===== src/spt_cfg.svh =====
`ifndef SPT_CFG_SVH
`define SPT_CFG_SVH

// Register byte offsets
`define SPT_OFS_CTRL        8'h00
`define SPT_OFS_SCR_BASE    8'h04
`define SPT_OFS_SCR_STEP    8'h04
`define SPT_OFS_PAUSE       8'h14
`define SPT_OFS_SWTRIG      8'h18
`define SPT_OFS_STATUS      8'h1C

// Field positions
`define SPT_CTRL_OP_LSB     0
`define SPT_SCR_MODE_LSB    0
`define SPT_SCR_SRC_LSB     2
`define SPT_SCR_POL_BIT     6
`define SPT_PSE_EN_BIT      0
`define SPT_PSE_SRC_LSB     1
`define SPT_PSE_POL_BIT     5
`define SPT_STAT_TRIG_LSB   0
`define SPT_STAT_PAUSE_BIT  4
`define SPT_STAT_LINES_LSB  8

// Reset values
`define SPT_RST_OP          2'h0
`define SPT_RST_SRC         4'h0
`define SPT_RST_POL         1'h0
`define SPT_RST_PSE_EN      1'h0

// Source encodings
`define SPT_SRC_PFI0        4'h0
`define SPT_SRC_TBL0        4'h4
`define SPT_SRC_STAR        4'hC

// Synchroniser depth in sample clock cycles
`define SPT_SYNC_STAGES     2

`endif


===== src/spt_pkg.sv =====
package spt_pkg;

  localparam int SPT_NUM_SCRIPT = 4;
  localparam int SPT_NUM_PFI    = 4;
  localparam int SPT_NUM_TBL    = 8;
  localparam int SPT_NUM_LINES  = SPT_NUM_PFI + SPT_NUM_TBL + 1;

  typedef enum logic [1:0] {
    SPT_MODE_OFF   = 2'h0,
    SPT_MODE_EDGE  = 2'h1,
    SPT_MODE_LEVEL = 2'h2,
    SPT_MODE_SW    = 2'h3
  } spt_mode_t;

  typedef enum logic [1:0] {
    SPT_OP_IDLE = 2'h0,
    SPT_OP_GEN  = 2'h1,
    SPT_OP_ACQ  = 2'h2
  } spt_op_t;

  // Trigger lines as they arrive, function pins in the low bits
  typedef struct packed {
    logic                    star;
    logic [SPT_NUM_TBL-1:0]  tbl;
    logic [SPT_NUM_PFI-1:0]  programmable_function_pin;
  } spt_lines_t;

  typedef struct packed {
    logic       pol;
    logic [3:0] src;
    spt_mode_t  mode;
  } spt_script_cfg_t;

  typedef struct packed {
    logic       pol;
    logic [3:0] src;
    logic       en;
  } spt_pause_cfg_t;

endpackage : spt_pkg


===== src/spt_sync.sv =====
`timescale 1ns/100ps
`default_nettype none

module spt_sync
(
  input  wire logic                 i_clk_sys,
  input  wire logic                 i_rst,
  input  wire spt_pkg::spt_lines_t  i_async,
  output var  spt_pkg::spt_lines_t  o_sync
);

  import spt_pkg::*;

  spt_lines_t meta_q;
  spt_lines_t meta_d;
  spt_lines_t sync_q;
  spt_lines_t sync_d;

  // First stage feeds only the second stage
  always_comb
  begin
    meta_d = i_async;
    sync_d = meta_q;
  end

  always_ff @(posedge i_clk_sys)
  begin
    if (i_rst)
    begin
      meta_q <= '0;
      sync_q <= '0;
    end
    else
    begin
      meta_q <= meta_d;
      sync_q <= sync_d;
    end
  end

  assign o_sync = sync_q;

endmodule : spt_sync

`default_nettype wire


===== src/spt_trigger_detect.sv =====
//
// Behaviour
// Four script trigger instances 0..3, each with own source, mode and polarity.
// Edge mode available; script triggers act only while generation runs.
// Edge mode fires one pulse on the chosen rising or falling transition.
// Source is function pin 0..3, timing bus line 0..7 or star line.
// Level mode makes the trigger a continuous condition following the source.
// High polarity: trigger active exactly while sampled source is high.
// Low polarity: trigger active exactly while sampled source is low.
// Software mode ignores lines, fires only on a host command for it.
// Disabled instance never fires, whatever the lines or commands.
// Pause trigger is a level trigger from its own source and polarity.
// All external lines pass a two-stage synchroniser before evaluation.
`include "spt_cfg.svh"
`timescale 1ns/100ps
`default_nettype none

module spt_trigger_detect
(
  input  wire logic                                 i_clk_sys,
  input  wire logic                                 i_rst,
  input  wire logic [spt_pkg::SPT_NUM_PFI-1:0]      i_programmable_function_pin,
  input  wire logic [spt_pkg::SPT_NUM_TBL-1:0]      i_timing_bus_line,
  input  wire logic                                 i_backplane_star_line,
  input  wire logic [7:0]                           i_addr,
  input  wire logic [31:0]                          i_wdata,
  input  wire logic                                 i_wr,
  input  wire logic                                 i_rd,
  output logic      [31:0]                          o_rdata,
  output logic      [spt_pkg::SPT_NUM_SCRIPT-1:0]   o_script_trig,
  output logic                                      o_pause
);

  import spt_pkg::*;

  spt_lines_t      pins;
  spt_lines_t      line_s;
  spt_lines_t      prev_q;
  spt_lines_t      prev_d;
  spt_op_t         op_q;
  spt_op_t         op_d;
  spt_script_cfg_t scr_q [SPT_NUM_SCRIPT];
  spt_script_cfg_t scr_d [SPT_NUM_SCRIPT];
  spt_pause_cfg_t  pse_q;
  spt_pause_cfg_t  pse_d;
  logic [SPT_NUM_SCRIPT-1:0] sw_cmd;
  logic [SPT_NUM_SCRIPT-1:0] sel_now;
  logic [SPT_NUM_SCRIPT-1:0] sel_prev;
  logic [SPT_NUM_SCRIPT-1:0] trig_q;
  logic [SPT_NUM_SCRIPT-1:0] trig_d;
  logic                      pse_sel;
  logic                      pause_q;
  logic                      pause_d;
  logic [31:0]               rdata_q;
  logic [31:0]               rdata_d;
  logic                      gen_run;

  // Picks one line by source code; unused codes read as low
  function automatic logic line_pick(input spt_lines_t lines, input logic [3:0] src);
    logic [SPT_NUM_LINES-1:0] v;
    v = lines;
    if (src <= `SPT_SRC_STAR)
      line_pick = v[src];
    else
      line_pick = 1'b0;
  endfunction : line_pick

  // Byte address of a script configuration register
  function automatic logic [7:0] scr_addr(input int idx);
    scr_addr = `SPT_OFS_SCR_BASE + 8'(idx) * `SPT_OFS_SCR_STEP;
  endfunction : scr_addr

  assign pins.programmable_function_pin  = i_programmable_function_pin;
  assign pins.tbl  = i_timing_bus_line;
  assign pins.star = i_backplane_star_line;

  spt_sync u_sync
  (
    .i_clk_sys (i_clk_sys),
    .i_rst     (i_rst),
    .i_async   (pins),
    .o_sync    (line_s)
  );

  // Register writes and host commands
  always_comb
  begin
    op_d   = op_q;
    pse_d  = pse_q;
    sw_cmd = '0;
    for (int i = 0; i < SPT_NUM_SCRIPT; i++)
    begin
      scr_d[i] = scr_q[i];
    end
    if (i_wr)
    begin
      if (i_addr == `SPT_OFS_CTRL)
        op_d = spt_op_t'(i_wdata[`SPT_CTRL_OP_LSB +: 2]);
      if (i_addr == `SPT_OFS_PAUSE)
      begin
        pse_d.en  = i_wdata[`SPT_PSE_EN_BIT];
        pse_d.src = i_wdata[`SPT_PSE_SRC_LSB +: 4];
        pse_d.pol = i_wdata[`SPT_PSE_POL_BIT];
      end
      if (i_addr == `SPT_OFS_SWTRIG)
        sw_cmd = i_wdata[SPT_NUM_SCRIPT-1:0];
      for (int i = 0; i < SPT_NUM_SCRIPT; i++)
      begin
        if (i_addr == scr_addr(i))
        begin
          scr_d[i].mode = spt_mode_t'(i_wdata[`SPT_SCR_MODE_LSB +: 2]);
          scr_d[i].src  = i_wdata[`SPT_SCR_SRC_LSB +: 4];
          scr_d[i].pol  = i_wdata[`SPT_SCR_POL_BIT];
        end
      end
    end
  end

  assign gen_run = (op_q == SPT_OP_GEN);

  // Source selection per instance and for pause
  always_comb
  begin
    for (int i = 0; i < SPT_NUM_SCRIPT; i++)
    begin
      sel_now[i]  = line_pick(line_s, scr_q[i].src);
      sel_prev[i] = line_pick(prev_q, scr_q[i].src);
    end
    pse_sel = line_pick(line_s, pse_q.src);
  end

  // Trigger evaluation
  always_comb
  begin
    prev_d = line_s;
    for (int i = 0; i < SPT_NUM_SCRIPT; i++)
    begin
      trig_d[i] = 1'b0;
      if (gen_run)
      begin
        case (scr_q[i].mode)
          SPT_MODE_EDGE:
            if (scr_q[i].pol)
              trig_d[i] = sel_prev[i] & ~sel_now[i];
            else
              trig_d[i] = ~sel_prev[i] & sel_now[i];
          SPT_MODE_LEVEL:
            trig_d[i] = sel_now[i] ^ scr_q[i].pol;
          SPT_MODE_SW:
            trig_d[i] = sw_cmd[i];
          SPT_MODE_OFF:
            trig_d[i] = 1'b0;
          default:
            trig_d[i] = 1'b0;
        endcase
      end
    end
    // Pause holds during any running data operation
    pause_d = pse_q.en && (op_q != SPT_OP_IDLE) && (pse_sel ^ pse_q.pol);
  end

  // Read path, data valid only in the cycle after the strobe
  always_comb
  begin
    rdata_d = '0;
    if (i_rd)
    begin
      if (i_addr == `SPT_OFS_CTRL)
        rdata_d[`SPT_CTRL_OP_LSB +: 2] = op_q;
      if (i_addr == `SPT_OFS_PAUSE)
      begin
        rdata_d[`SPT_PSE_EN_BIT]         = pse_q.en;
        rdata_d[`SPT_PSE_SRC_LSB +: 4]   = pse_q.src;
        rdata_d[`SPT_PSE_POL_BIT]        = pse_q.pol;
      end
      if (i_addr == `SPT_OFS_STATUS)
      begin
        rdata_d[`SPT_STAT_TRIG_LSB +: SPT_NUM_SCRIPT]  = trig_q;
        rdata_d[`SPT_STAT_PAUSE_BIT]                   = pause_q;
        rdata_d[`SPT_STAT_LINES_LSB +: SPT_NUM_LINES]  = line_s;
      end
      for (int i = 0; i < SPT_NUM_SCRIPT; i++)
      begin
        if (i_addr == scr_addr(i))
        begin
          rdata_d[`SPT_SCR_MODE_LSB +: 2] = scr_q[i].mode;
          rdata_d[`SPT_SCR_SRC_LSB +: 4]  = scr_q[i].src;
          rdata_d[`SPT_SCR_POL_BIT]       = scr_q[i].pol;
        end
      end
    end
  end

  always_ff @(posedge i_clk_sys)
  begin
    if (i_rst)
    begin
      op_q    <= spt_op_t'(`SPT_RST_OP);
      pse_q   <= '{pol: `SPT_RST_POL, src: `SPT_RST_SRC, en: `SPT_RST_PSE_EN};
      prev_q  <= '0;
      trig_q  <= '0;
      pause_q <= 1'b0;
      rdata_q <= '0;
      for (int i = 0; i < SPT_NUM_SCRIPT; i++)
      begin
        scr_q[i] <= '{pol: `SPT_RST_POL, src: `SPT_RST_SRC, mode: SPT_MODE_OFF};
      end
    end
    else
    begin
      op_q    <= op_d;
      pse_q   <= pse_d;
      prev_q  <= prev_d;
      trig_q  <= trig_d;
      pause_q <= pause_d;
      rdata_q <= rdata_d;
      for (int i = 0; i < SPT_NUM_SCRIPT; i++)
      begin
        scr_q[i] <= scr_d[i];
      end
    end
  end

  assign o_rdata       = rdata_q;
  assign o_script_trig = trig_q;
  assign o_pause       = pause_q;

  for (genvar g = 0; g < SPT_NUM_SCRIPT; g++)
  begin : g_chk

  end
endmodule : spt_trigger_detect

`default_nettype wire


===== config.mk =====
export PLATFORM = sky130hd
export DESIGN_NAME = spt_trigger_detect
export DESIGN_NICKNAME = d
export VERILOG_FILES = /design/src/spt_pkg.sv /design/src/spt_sync.sv /design/src/spt_trigger_detect.sv
export VERILOG_INCLUDE_DIRS = /design/src
export SDC_FILE = /design/constraint.sdc
export NUM_CORES = 1
export LEC_CHECK = 0
export ABC_AREA = 1
export BUFFER_PORTS_ARGS = -buffer_cell sky130_fd_sc_hd__buf_2
export CAP_MARGIN = 20
export CORE_MARGIN = 3
export CORE_UTILIZATION = 55
export DETAILED_ROUTE_END_ITERATION = 12
export PLACE_DENSITY = 0.79
export SYNTH_ARGS = -nofsm -noshare
export SYNTH_HDL_FRONTEND = slang
export SYNTH_SLANG_ARGS = --single-unit

===== constraint.sdc =====
create_clock -name i_clk_sys -period 1.5 [get_ports i_clk_sys]
set_input_delay 0.075 -clock i_clk_sys [delete_from_list [all_inputs] [get_ports i_clk_sys]]
set_output_delay 0.075 -clock i_clk_sys [all_outputs]
set_load 0.01 [all_outputs]

==> impl.org, run 1 <==
** Timing
- Setup violation total in the final timing report :: 0
- For the final database, setup skew stands at 0.0157 ns.
- Tcrit/Tclk final :: 98.1%
- Count of final max-slew check failures :: 0
- Highest attainable clock frequency :: 680 MHz
- Unrepaired setup endpoints after global routing :: yes
- The final hold violation count is 0.
- Across all hold checks on the routed design, the worst slack comes to 0.0423 ns.
- Minimum period implied by the final worst setup slack :: 1.47 ns

** Pwr
- Switching power summed over all nets :: 1230 µW
- The share of total power dissipated in the clock network is 37.5%.
- Pwr Density :: 844 nW/µm²
- Leakage power summed over all cells :: 0.00272 µW
- Worst supply voltage drop on vdd :: 0.652 mV
- Cell-internal power :: 3770 µW
- Sequential cells account for 54.4% of the total power.
- Net switching fraction of the power :: 24.6%
- Combinational share of power :: 8.1%
- Power, Total :: 5000 µW

** Setup path
- Endpoint of the most critical register-to-register path :: o_script_trig[0]
- Crit path launch type :: register
- Required time of the worst setup path :: 1.77 ns
- Of all nets on the critical path, the largest fanout is 8.
- Data arrival time of the critical path :: 1.74 ns
- Depth of the worst register-to-register path :: 11
- Worst setup path category :: reg -> reg
- Setup slack of the worst register-to-register path :: 0.03 ns
- STA classifies the critical path endpoint as a register.
- In this run the critical register-to-register path is launched from scr_q[0][2].

** Floorplanning
- In this run the horizontal extent of the chip is 101 µm.
- The region available for standard cell placement spans 8810 µm².
- Die area :: 10300 µm²
- For this design the top-level I/O count stands at 94.
- # rows :: 34
- Die Ht :: 101 µm
- Initial standard-cell utilization of the core :: 56.9%

** Global routing
- The first global-routing pass estimated 22700 µm of wire.
- The number of antenna violations at the first check in global routing came to 0.
- The via count of the first global-routing pass was 4496.
- Maximum number of pins on one net before global-route repair :: 41
- Global routing used 28.6% of the available tracks.
- Total grt overflow :: 0

** Routing
- Number of vias in the routed layout :: 5093
- After detailed routing, the number of remaining DRC violations is 0.
- For this block, the initial DRC count from the detailed router was 524.
- The first TritonRoute pass finished after 8 iterations.
- Wires add up to 14600 µm.
- Number of nets with antenna violations after detailed routing :: 0
- After detailed routing, the average wire length per cell comes to 15.6 µm.
- Dividing the detail-routed via count by the number of cells gives 5.46.

** Synthesis
- Count of state elements after synthesis :: 100
- Synth Area per Inst :: 6.85 µm²
- In this run, distinct cell masters in the synthesized netlist total 29.
- Counting every instance in the synthesized netlist gives 732.
- Post-synthesis instance area :: 5010 µm²
- Warnings, synthesis :: 0
- Seq/Total Area, Yosys :: 39.9%

** CTS
- Post-CTS Setup Bufs :: 0
- Clock latency at the later pin of the worst-skew pair :: 0.37 ns
- Clock-pin slew was measured on the worst setup and hold paths at 0.10 ns.
- Root Driver :: clkbuf_8
- TritonCTS built the clock tree.
- Buffers inserted during clock tree synthesis total 9.
- Htree depth :: 3
- Largest buffer count on any clock path :: 2
- The clock drives 100 sinks.

** Final layout
- Highest-count cells in the layout ignoring fill and taps :: nand2_1, nand3_1, dfxtp_1, inv_1, nor2_1
- Final net count :: 876
- Relative to the synthesized area, the layout overhead comes to 18.1%.
- Most common library cell in the layout ignoring fill and taps :: nand2_1
- Layout cells sized above 1 :: 21.7%
- The finished layout holds 932 standard cells, fillers aside.
- The number of antenna diodes in the final layout is 0.

** Status
- The run finished with clean final reports.

** Hold path
- Type of the worst min-delay path :: in -> reg
- In this run the most critical hold path is launched from i_rd.
- Along the worst hold path, the cell count comes to 3.
- Terminating pin of the worst hold path :: o_rdata[6]

** Job
- Number of maximum-capacitance violations :: 0

** Placement
- Inst Count DP :: 903
- Port buffering added 56 buffers.
- GP Congestion :: 0.953
- Placed wire-length estimate :: 10800 µm
-- per-stage QoR --
step	setup slack, ns	TNS [ns]	utilization (%)	cell area [µm²]
2_1_floorplan	0.222	0	-	5050
3_3_place_gp	0.0594	0	62.4	5500
3_5_place_dp	0.0289	0	62.4	5500
4_1_cts	0.0232	0	66.4	5850
5_1_grt	-0.0567	-0.0872	67.2	5920
6_report	0.0288	0	67.2	5920
-- registers in the layout, indices dropped and copies added (netlist names) --
signal	cells
scr_q	28
o_rdata	20
prev_q	13
u_sync.meta_q	13
u_sync.o_sync	13
pse_q	6
o_script_trig	4
op_q	2
o_pause	1
-- worst max-delay path by stage --
stage | startpoint | to | slack, ns | cells past startpoint
final | scr_q[0][2] | o_script_trig[0] | 0.03 | 11
after global routing | scr_q[0][2] | o_script_trig[0] | -0.06 | 11
after CTS | u_sync.o_sync[11] | o_script_trig[2] | 0.02 | 10
after detailed placement | scr_q[1][2] | o_script_trig[1] | 0.03 | 10
after global placement | u_sync.o_sync[11] | o_script_trig[2] | 0.06 | 10
after floorplan | scr_q[0][2] | o_script_trig[0] | 0.22 | 13
-- synthesized netlist by cell type, drive strengths merged --
| cell | count | area, µm² |
|---|---|---|
| buf | 36 | 303 |
| clkbuf | 7 | 26.3 |
| nand3 | 99 | 505 |
| nand2 | 148 | 563 |
| xor2 | 1 | 8.76 |
| a21oi | 71 | 359 |
| inv | 110 | 418 |
| o211ai | 13 | 123 |
| nor2 | 84 | 355 |
| o21ai | 55 | 275 |
| a41oi | 1 | 8.76 |
| nand4 | 4 | 46.3 |
| nor3 | 1 | 10.0 |
| conb | 1 | 3.75 |
| o22ai | 1 | 6.26 |
| dfxtp | 100 | 2000 |
-- area by class of cell --
cell class / count / area [µm²]
Fill cell: 800 / 2890
Multi-Input combinational cell: 490 / 2350
Sequential cell: 100 / 2020
Timing Repair Buffer: 108 / 769
Inverter: 110 / 423
Clock buffer: 12 / 165
Tap cell: 108 / 135
Clock inverter: 4 / 56.3
-- logic make-up after synthesis --
group,Yosys count,share of synthesized area [%]
AOI/OAI and AO/OA,141,15.4
xor gates and xnor gates,1,0.175
buffers and inverters,153,14.9
DFF,100,39.9
other,1,0.0748
and+or+nand+nor,336,29.5
-- critical path, stage by stage, from the launching register on --
cell and delay (ns):
dfxtp_4 0.38, buf_4 0.16, nand2_1 0.07, nand3_1 0.10, nand3_1 0.13, nand3_2 0.10
nand2_1 0.09, nand2_1 0.06, nand3_1 0.06, nand2_1 0.05, nor2_1 0.12, nor2_1 0.05
-- power by group through the flow --
stage / clock, µW / combinational (µW) / sequential (µW)
6_report: 1870 / 407 / 2720
5_1_grt: 2000 / 446 / 2720
4_1_cts: 1890 / 393 / 2720
3_5_place_dp: 0 / 365 / 2780
3_3_place_gp: 0 / 356 / 2780
2_1_floorplan: 0 / 226 / 2770
-- metal layers --
layer  track usage, %  routed length (µm)  part of all wire (%)
met2             45.2                6760                    46
met1             39.2                6060                    42
met3             6.34                1470                    10
met4             8.79                 278                   1.9
met5                0                   0                     0
-- what timing repair did --
| action | 4_1_cts | 5_1_grt |
|---|---|---|
| setup endpoints to repair | 0 | 5 |
| hold buffers | 13 | 0 |
| endpoints found under the hold margin | 13 | 0 |
| resized for setup | 0 | 40 |
No activity file was read; power rests on OpenSTA's default activity.
==> inputs of run 2 (changes only) <==
--- a/config.mk
+++ b/config.mk
@@ -7,12 +7,13 @@
 export NUM_CORES = 1
 export LEC_CHECK = 0
 export ABC_AREA = 1
-export BUFFER_PORTS_ARGS = -buffer_cell sky130_fd_sc_hd__buf_2
 export CAP_MARGIN = 20
 export CORE_MARGIN = 3
 export CORE_UTILIZATION = 55
 export DETAILED_ROUTE_END_ITERATION = 12
-export PLACE_DENSITY = 0.79
+export DONT_BUFFER_PORTS = 1
+export PLACE_DENSITY = 0.7
+export SKIP_LAST_GASP = 1
 export SYNTH_ARGS = -nofsm -noshare
 export SYNTH_HDL_FRONTEND = slang
 export SYNTH_SLANG_ARGS = --single-unit
==> run 2 against run 1 <==
  * Count of clock-buffer cells in the layout decreased by 3
  * Total power down 4.0%
  * Sequential cell count did not move
  * Fmax fell by 0.21%
  * Critical path type unchanged
  * Largest power group unchanged
==> impl.org, run 2 (synthesis results as in run 1) <==
** Routing
- In the final routed layout, each cell accounts on average for 16.3 µm.
- Met2 WL post-DR :: 6530 µm
- In the routed design, unresolved DRC markers number 0.
- The highest layer touched by signal routing is met4.
- Routed wl met3 :: 1160 µm
- Vias/cell :: 5.62
- Final routed wirelength across all metal layers :: 14400 µm
- For this run, the detailed router's first-pass iteration total came to 6.
- The detailed router put a total of 6250 µm of wire on met1.
- Iter 0 DRT Violations :: 536
- The count of nets left with antenna violations once routing finished came out at 0.
- Number of vias in the routed layout :: 4959

** CTS
- Post-CTS Setup Bufs :: 0
- Clock-pin slew was measured on the worst setup and hold paths at 0.10 ns.
- Clock tree synthesis selected as its root buffer the cell clkbuf_8.
- The H-tree was split into 3 levels.
- Total CTS buffers :: 9
- TritonCTS built the clock tree.
- Clock latency at the later pin of the worst-skew pair :: 0.37 ns
- Clock sinks :: 100
- Largest buffer count on any clock path :: 2

** Setup path
- The setup path with the least slack is of type reg -> reg.
- CP Capture Type :: register
- Dominant cell type by count on the critical path :: nand2_1
- Crit path launch type :: register
- The largest individual stage delay along the critical path comes from the cell dfxtp_4.
- In this run the worst path has a maximum fanout of 8.
- Data on the critical path arrives at its endpoint at 1.74 ns.
- In this design, the stage delay of the slowest critical-path cell is 0.40 ns.
- Series of cell instances along the critical path :: buf_12, nor2_2, nand2_1, a21oi_2, nand2_2, nand2_1, nand2_1, nand2_1, nor2_1, nor2_1, nor2_1
- At the worst endpoint, the required time is 1.77 ns.

** Final layout
- Post-route non-filler standard cell count :: 882
- The library cell used most frequently in the layout, excluding fill and tap cells, is nand2_1.
- Relative to the synthesized area, the layout overhead comes to 14.9%.
- Flip-flop count of the largest register, all copies and words added :: 28
- scr_q holds more flip-flops than any other register.
- Cells with a size suffix above 1 make up 16.8% of the layout.
- The finished cells cover 5760 µm².
- Fillers :: 788
- Highest-count cells in the layout ignoring fill and taps :: nand2_1, dfxtp_1, nand3_1, inv_1, nor2_1
- At the end of the flow, the number of nets in the layout was 825.
- Cells fill 65.4% of the core in the end.

** Pwr
- Power spread over the standard cell area amounts to 833 nW/µm².
- Across the VDD grid, the largest voltage drop is 0.650 mV.
- Summed over all cells, the static leakage comes to 0.00249 µW.

** Global routing
- Global-route wire length before repair :: 22400 µm
- The via count of the first global-routing pass came to 4434.
- Overall Global Routing Usage :: 28.1%
- Maximum number of pins on one net before global-route repair :: 41
- Initial antenna violation count :: 1
- After global routing the overflow that remains totals 0.

** Timing
- Across all setup checks in the final design, the least slack found is 0.0257 ns.
- The max-slew violation total from the final report came to 0.
- After layout, the worst path uses 98.3% of the clock period.
- The final hold violation count is 0.
- Highest attainable clock frequency :: 678 MHz
- Setup violations remaining at the end of the flow were counted as 0.
- Setup repair after global routing could not meet its margin everywhere.
- Minimum period implied by the final worst setup slack :: 1.47 ns
- The tightest hold path in the finished design has a slack of 0.0203 ns.
- Worst clock skew :: 0.00921 ns

** Hold path
- The path class of the tightest hold or removal check is in -> reg.

** Placement
- After legalization and detailed placement, the total HPWL measured 10100 µm.
- Total of buffers placed on input and output ports :: 0
- Once placement finished, the instance area stood at 5120 µm².
- Once placement completed, the tool counted placed cells totaling 838.
- GP Congestion :: 0.938
- Worst Setup Slack post-DPL :: 0.0264 ns

** Floorplanning
- Core Region :: 8810 µm²
- Die Ht :: 101 µm
- 94 I/O pins were placed.
- Die X :: 101 µm
- Die area :: 10300 µm²
- # rows :: 34
- Once the floorplan was initialized, standard cells occupied 56.9% of the core.

** Status
- The flow ran to the end, and the final reports show no timing, DRC or antenna violations.

** Job
- Number of maximum-capacitance violations :: 0
-- run 2: cell count changes in the layout (fill, tap and decap cells not counted), moves of 6 or more --
cell,change
buf_2,-56
dlygate4sd3_1,+11
nand2_1,-8
nand2_2,+8
buf_4,-6
nand3_1,-6
-- run 2: power by group --
part / total, µW / switching [µW] / internal (µW)
logic: 378 / 233 / 145
clock network: 1700 / 1050 / 650
registers: 2720 / 26.6 / 2690
-- run 2: what timing repair did --
item,4_1_cts,5_1_grt
resized for setup,2,53
gates cloned,0,2
setup endpoints to repair,1,5
hold buffers,25,0
hold endpoints to repair,79,0
pin swaps,0,17
-- run 2: metal layers --
metal	global-route usage [%]	up-vias
li1	-	2392
met1	39.5	2242
met2	43.1	279
met3	4.41	46
met4	11.6	0
met5	0	-
-- run 2: layout make-up --
class | instances | area [µm²] | area share, %
multi-input cells | 490 | 2420 | 41.9
flip-flops and latches | 100 | 2020 | 35.1
repair buffers | 57 | 573 | 9.94
inverters | 110 | 423 | 7.34
well taps | 108 | 135 | 2.34
clock buffers | 9 | 124 | 2.15
clock inverters | 7 | 67.6 | 1.17
diodes | 1 | 2.50 | 0.0434
-- run 2: stage by stage --
stage                     power, µW  TNS [ns]
final                          4800         0
after global routing           4980   -0.0549
after CTS                      4800         0
after detailed placement       3050         0
after global placement         3040         0
after floorplan                3000         0
-- run 2: worst max-delay path, delay by kind of cell, from the launching register on --
| family | cells | cell delay [ns] |
|---|---|---|
| buffers and inverters | 1 | 0.14 |
| flip-flops | 1 | 0.40 |
| AND/OR/NAND/NOR | 9 | 0.69 |
| AO/OA/AOI/OAI | 1 | 0.16 |
-- run 2: final timing paths --
path | startpoint | endpoint | slack, ns | cells past startpoint
setup / recovery | scr_q[2][2] | o_script_trig[2] | 0.03 | 11
setup reg to reg | scr_q[2][2] | o_script_trig[2] | 0.03 | 11
hold reg to reg | u_sync.meta_q[3] | u_sync.o_sync[3] | 0.40 | 2
hold / removal | i_wr | scr_q[2][1] | 0.02 | 2
==> inputs of run 3 (changes only) <==
--- a/config.mk
+++ b/config.mk
@@ -8,7 +8,6 @@
 export LEC_CHECK = 0
 export ABC_AREA = 1
 export CAP_MARGIN = 20
-export CORE_MARGIN = 3
 export CORE_UTILIZATION = 55
 export DETAILED_ROUTE_END_ITERATION = 12
 export DONT_BUFFER_PORTS = 1
==> run 3 against run 2 <==
  * First-iteration DRC count is 4.9% lower
  * Cell count up 0.79%
  * Critical path depth is the same
  * Sequential power about the same
  * Count of clock-buffer cells in the layout rose by 1
  * Utilization increased by 0.95 points
  * Non-clock buffer count increased by 7
==> impl.org, run 3 (synthesis results as in run 1) <==
** Routing
- Number of nets with antenna violations after detailed routing :: 0
- The first detailed-routing pass took 5 iterations.
- The first routing iteration left 510 violations.
- Final routed wirelength across all metal layers :: 15100 µm
- Count of unresolved DRC violations after routing :: 0
- Number of vias in the routed layout :: 4935
- Using the TritonRoute via totals, the vias-per-cell ratio works out to 5.55.
- Dividing the detail-routed wire length by the instance count gives 17.0 µm.

** Final layout
- The final layout contains 832 nets.
- The register with the most flip-flops in the layout has 28 of them.
- Most common library cell in the layout ignoring fill and taps :: nand2_1
- Layout cells sized above 1 :: 17.3%
- Across the whole layout, storage elements account for 2020 µm².
- Summing all multi-input logic gate instances after layout gives 2400 µm².
- Total non-filler cell area in the finished layout :: 5820 µm²
- Fillers :: 789
- The library cells used most frequently in the layout, excluding fill and tap cells, are nand2_1, dfxtp_1, nand3_1, inv_1, nor2_1.
- Relative to the synthesized area, the layout overhead comes to 16.0%.
- More flip-flops sit in one register than any other, and that register is scr_q.

** Floorplanning
- Core Region :: 8760 µm²
- Measured along the y axis, the die boundary spans 97.5 µm.
- Count of pins on the block boundary :: 94
- The floorplan step defined a die boundary enclosing 9500 µm².
- Row generation in the floorplan step produced 34 rows.
- Measured along the x axis, the die boundary spans 97.5 µm.
- For this configuration, the core starts out at a cell density of 57.2%.

** Placement
- Placement Cell Area :: 5190 µm²
- GP Congestion :: 0.944
- In this run the tool buffered the top-level ports with 0 buffer cells.
- Worst Setup Slack post-DPL :: -0.0378 ns
- The wire-length estimate of the detail-placed layout is 10300 µm.

** Timing
- Final hold violation count :: 0
- Setup repair after global routing could not meet its margin everywhere.
- The max-slew violation total from the final report came to 0.
- Setup violation total in the final timing report :: 0
- Minimum period implied by the final worst setup slack :: 1.50 ns
- After layout, the worst setup slack is 0.00219 ns.
- For the pin with the worst max-slew slack, the measured transition is 0.503 ns.
- Across the routed clock network, the largest skew measured is 0.00879 ns.
- Max-slew headroom at the worst pin :: 66.4%
- Fin Hold WS :: 0.0198 ns
- Tcrit/Tclk final :: 99.9%
- Highest attainable clock frequency :: 668 MHz

** Setup path
- Series of cell instances along the critical path :: buf_4, inv_8, nand3_1, a21oi_1, nand2_2, nand2_2, nand2_1, nand3_1, nand2_1, nor2_2, nor2_1
- On the worst path, the slowest cell contributes a delay of 0.35 ns.
- Worst setup path category :: reg -> reg
- CP Capture Type :: register
- Max stage delay cell, worst path :: dfxtp_2
- STA puts the critical path data required time at 1.76 ns.
- The number of buffers and inverters on the critical path is 2.
- Data arrival time of the critical path :: 1.76 ns
- The worst setup path is launched from a register.
- Grouping stages by cell kind, the critical path spends the most delay in simple AND/OR/NAND/NOR gates.
- Max FO, Critical Path :: 13

** Job
- Number of maximum-capacitance violations :: 0

** CTS
- Root Driver :: clkbuf_8
- The H-tree was split into 3 levels.
- Clock-pin slew on the worst setup and hold paths :: 0.10 ns
- Clock latency at the later pin of the worst-skew pair :: 0.37 ns
- Clock sinks :: 100
- Total CTS buffers :: 9
- CTS tree :: yes
- Largest buffer count on any clock path :: 2

** Pwr
- IR analysis of the VDD net gives a maximum drop of 0.780 mV.
- For this design the ratio of total power to cell area is 851 nW/µm².
- Leakage power summed over all cells :: 0.00252 µW

** Global routing
- The first global-routing pass estimated 23400 µm of wire.
- Entering global routing, the biggest net connects 41 pins.
- The number of antenna violations at the first check in global routing is 1.
- The via count of the first global-routing pass is 4495.
- Overall Global Routing Usage :: 31.8%
- Summed over all layers, the global routing overflow is 0.

** Status
- Run status :: complete, no violations

** Hold path
- Type of the worst min-delay path :: in -> reg
-- run 3: repair_timing --
item / CTS / global route
pin swaps: 0 / 9
resized for setup: 2 / 48
hold buffers: 26 / 0
hold endpoints to repair: 78 / 0
buffers inserted: 1 / 2
endpoints found under the setup margin: 3 / 5
-- run 3: area by class of cell --
class | instances | area share [%]
Clock buffer | 10 | 2.37
Inverter | 110 | 7.33
Multi-Input combinational cell | 490 | 41.3
Tap cell | 108 | 2.32
Clock inverter | 6 | 1.23
Sequential cell | 100 | 34.7
Timing Repair Buffer | 64 | 10.8
Antenna cell | 1 | 0.0430
-- run 3: through the flow --
step | instances | power, µW | setup TNS (ns) | util, %
2_1_floorplan | 743 | 3000 | 0 | -
3_3_place_gp | 843 | 3050 | -0.0468 | 59.2
3_5_place_dp | 843 | 3060 | -0.0378 | 59.2
4_1_cts | 886 | 4940 | -0.0326 | 64.8
5_1_grt | 888 | 5120 | -0.177 | 66.4
6_report | 889 | 4950 | 0 | 66.4
-- run 3: worst reg2reg max path: stages (launching register included) --
cell	delay, ns
dfxtp_2	0.35
buf_4	0.15
inv_8	0.08
nand3_1	0.07
a21oi_1	0.17
nand2_2	0.11
nand2_2	0.09
nand2_1	0.05
nand3_1	0.06
nand2_1	0.06
nor2_2	0.14
nor2_1	0.05
-- run 3: path summary, 6_finish.rpt --
path	start	to	slack (ns)	cells past startpoint
worst max-delay path	scr_q[1][2]	o_script_trig[1]	0.002	11
worst min-delay path	i_wr	scr_q[1][6]	0.02	2
worst max register to register	scr_q[1][2]	o_script_trig[1]	0.002	11
worst min register to register	u_sync.meta_q[12]	u_sync.o_sync[12]	0.40	2
-- run 3: where the power goes --
group	internal [µW]	switching [µW]	leakage, µW
combinational	154	242	0.00161
clock	832	1000	0.0000995
sequential	2700	26.3	0.000817
-- run 3: routing by layer --
layer | up-vias | share of wire (%) | track usage [%]
li1 | 2403 | - | -
met1 | 2269 | 44 | 44.1
met2 | 236 | 46 | 49.9
met3 | 27 | 8.2 | 5.97
met4 | 0 | 1.9 | 10.6
met5 | - | 0 | 0
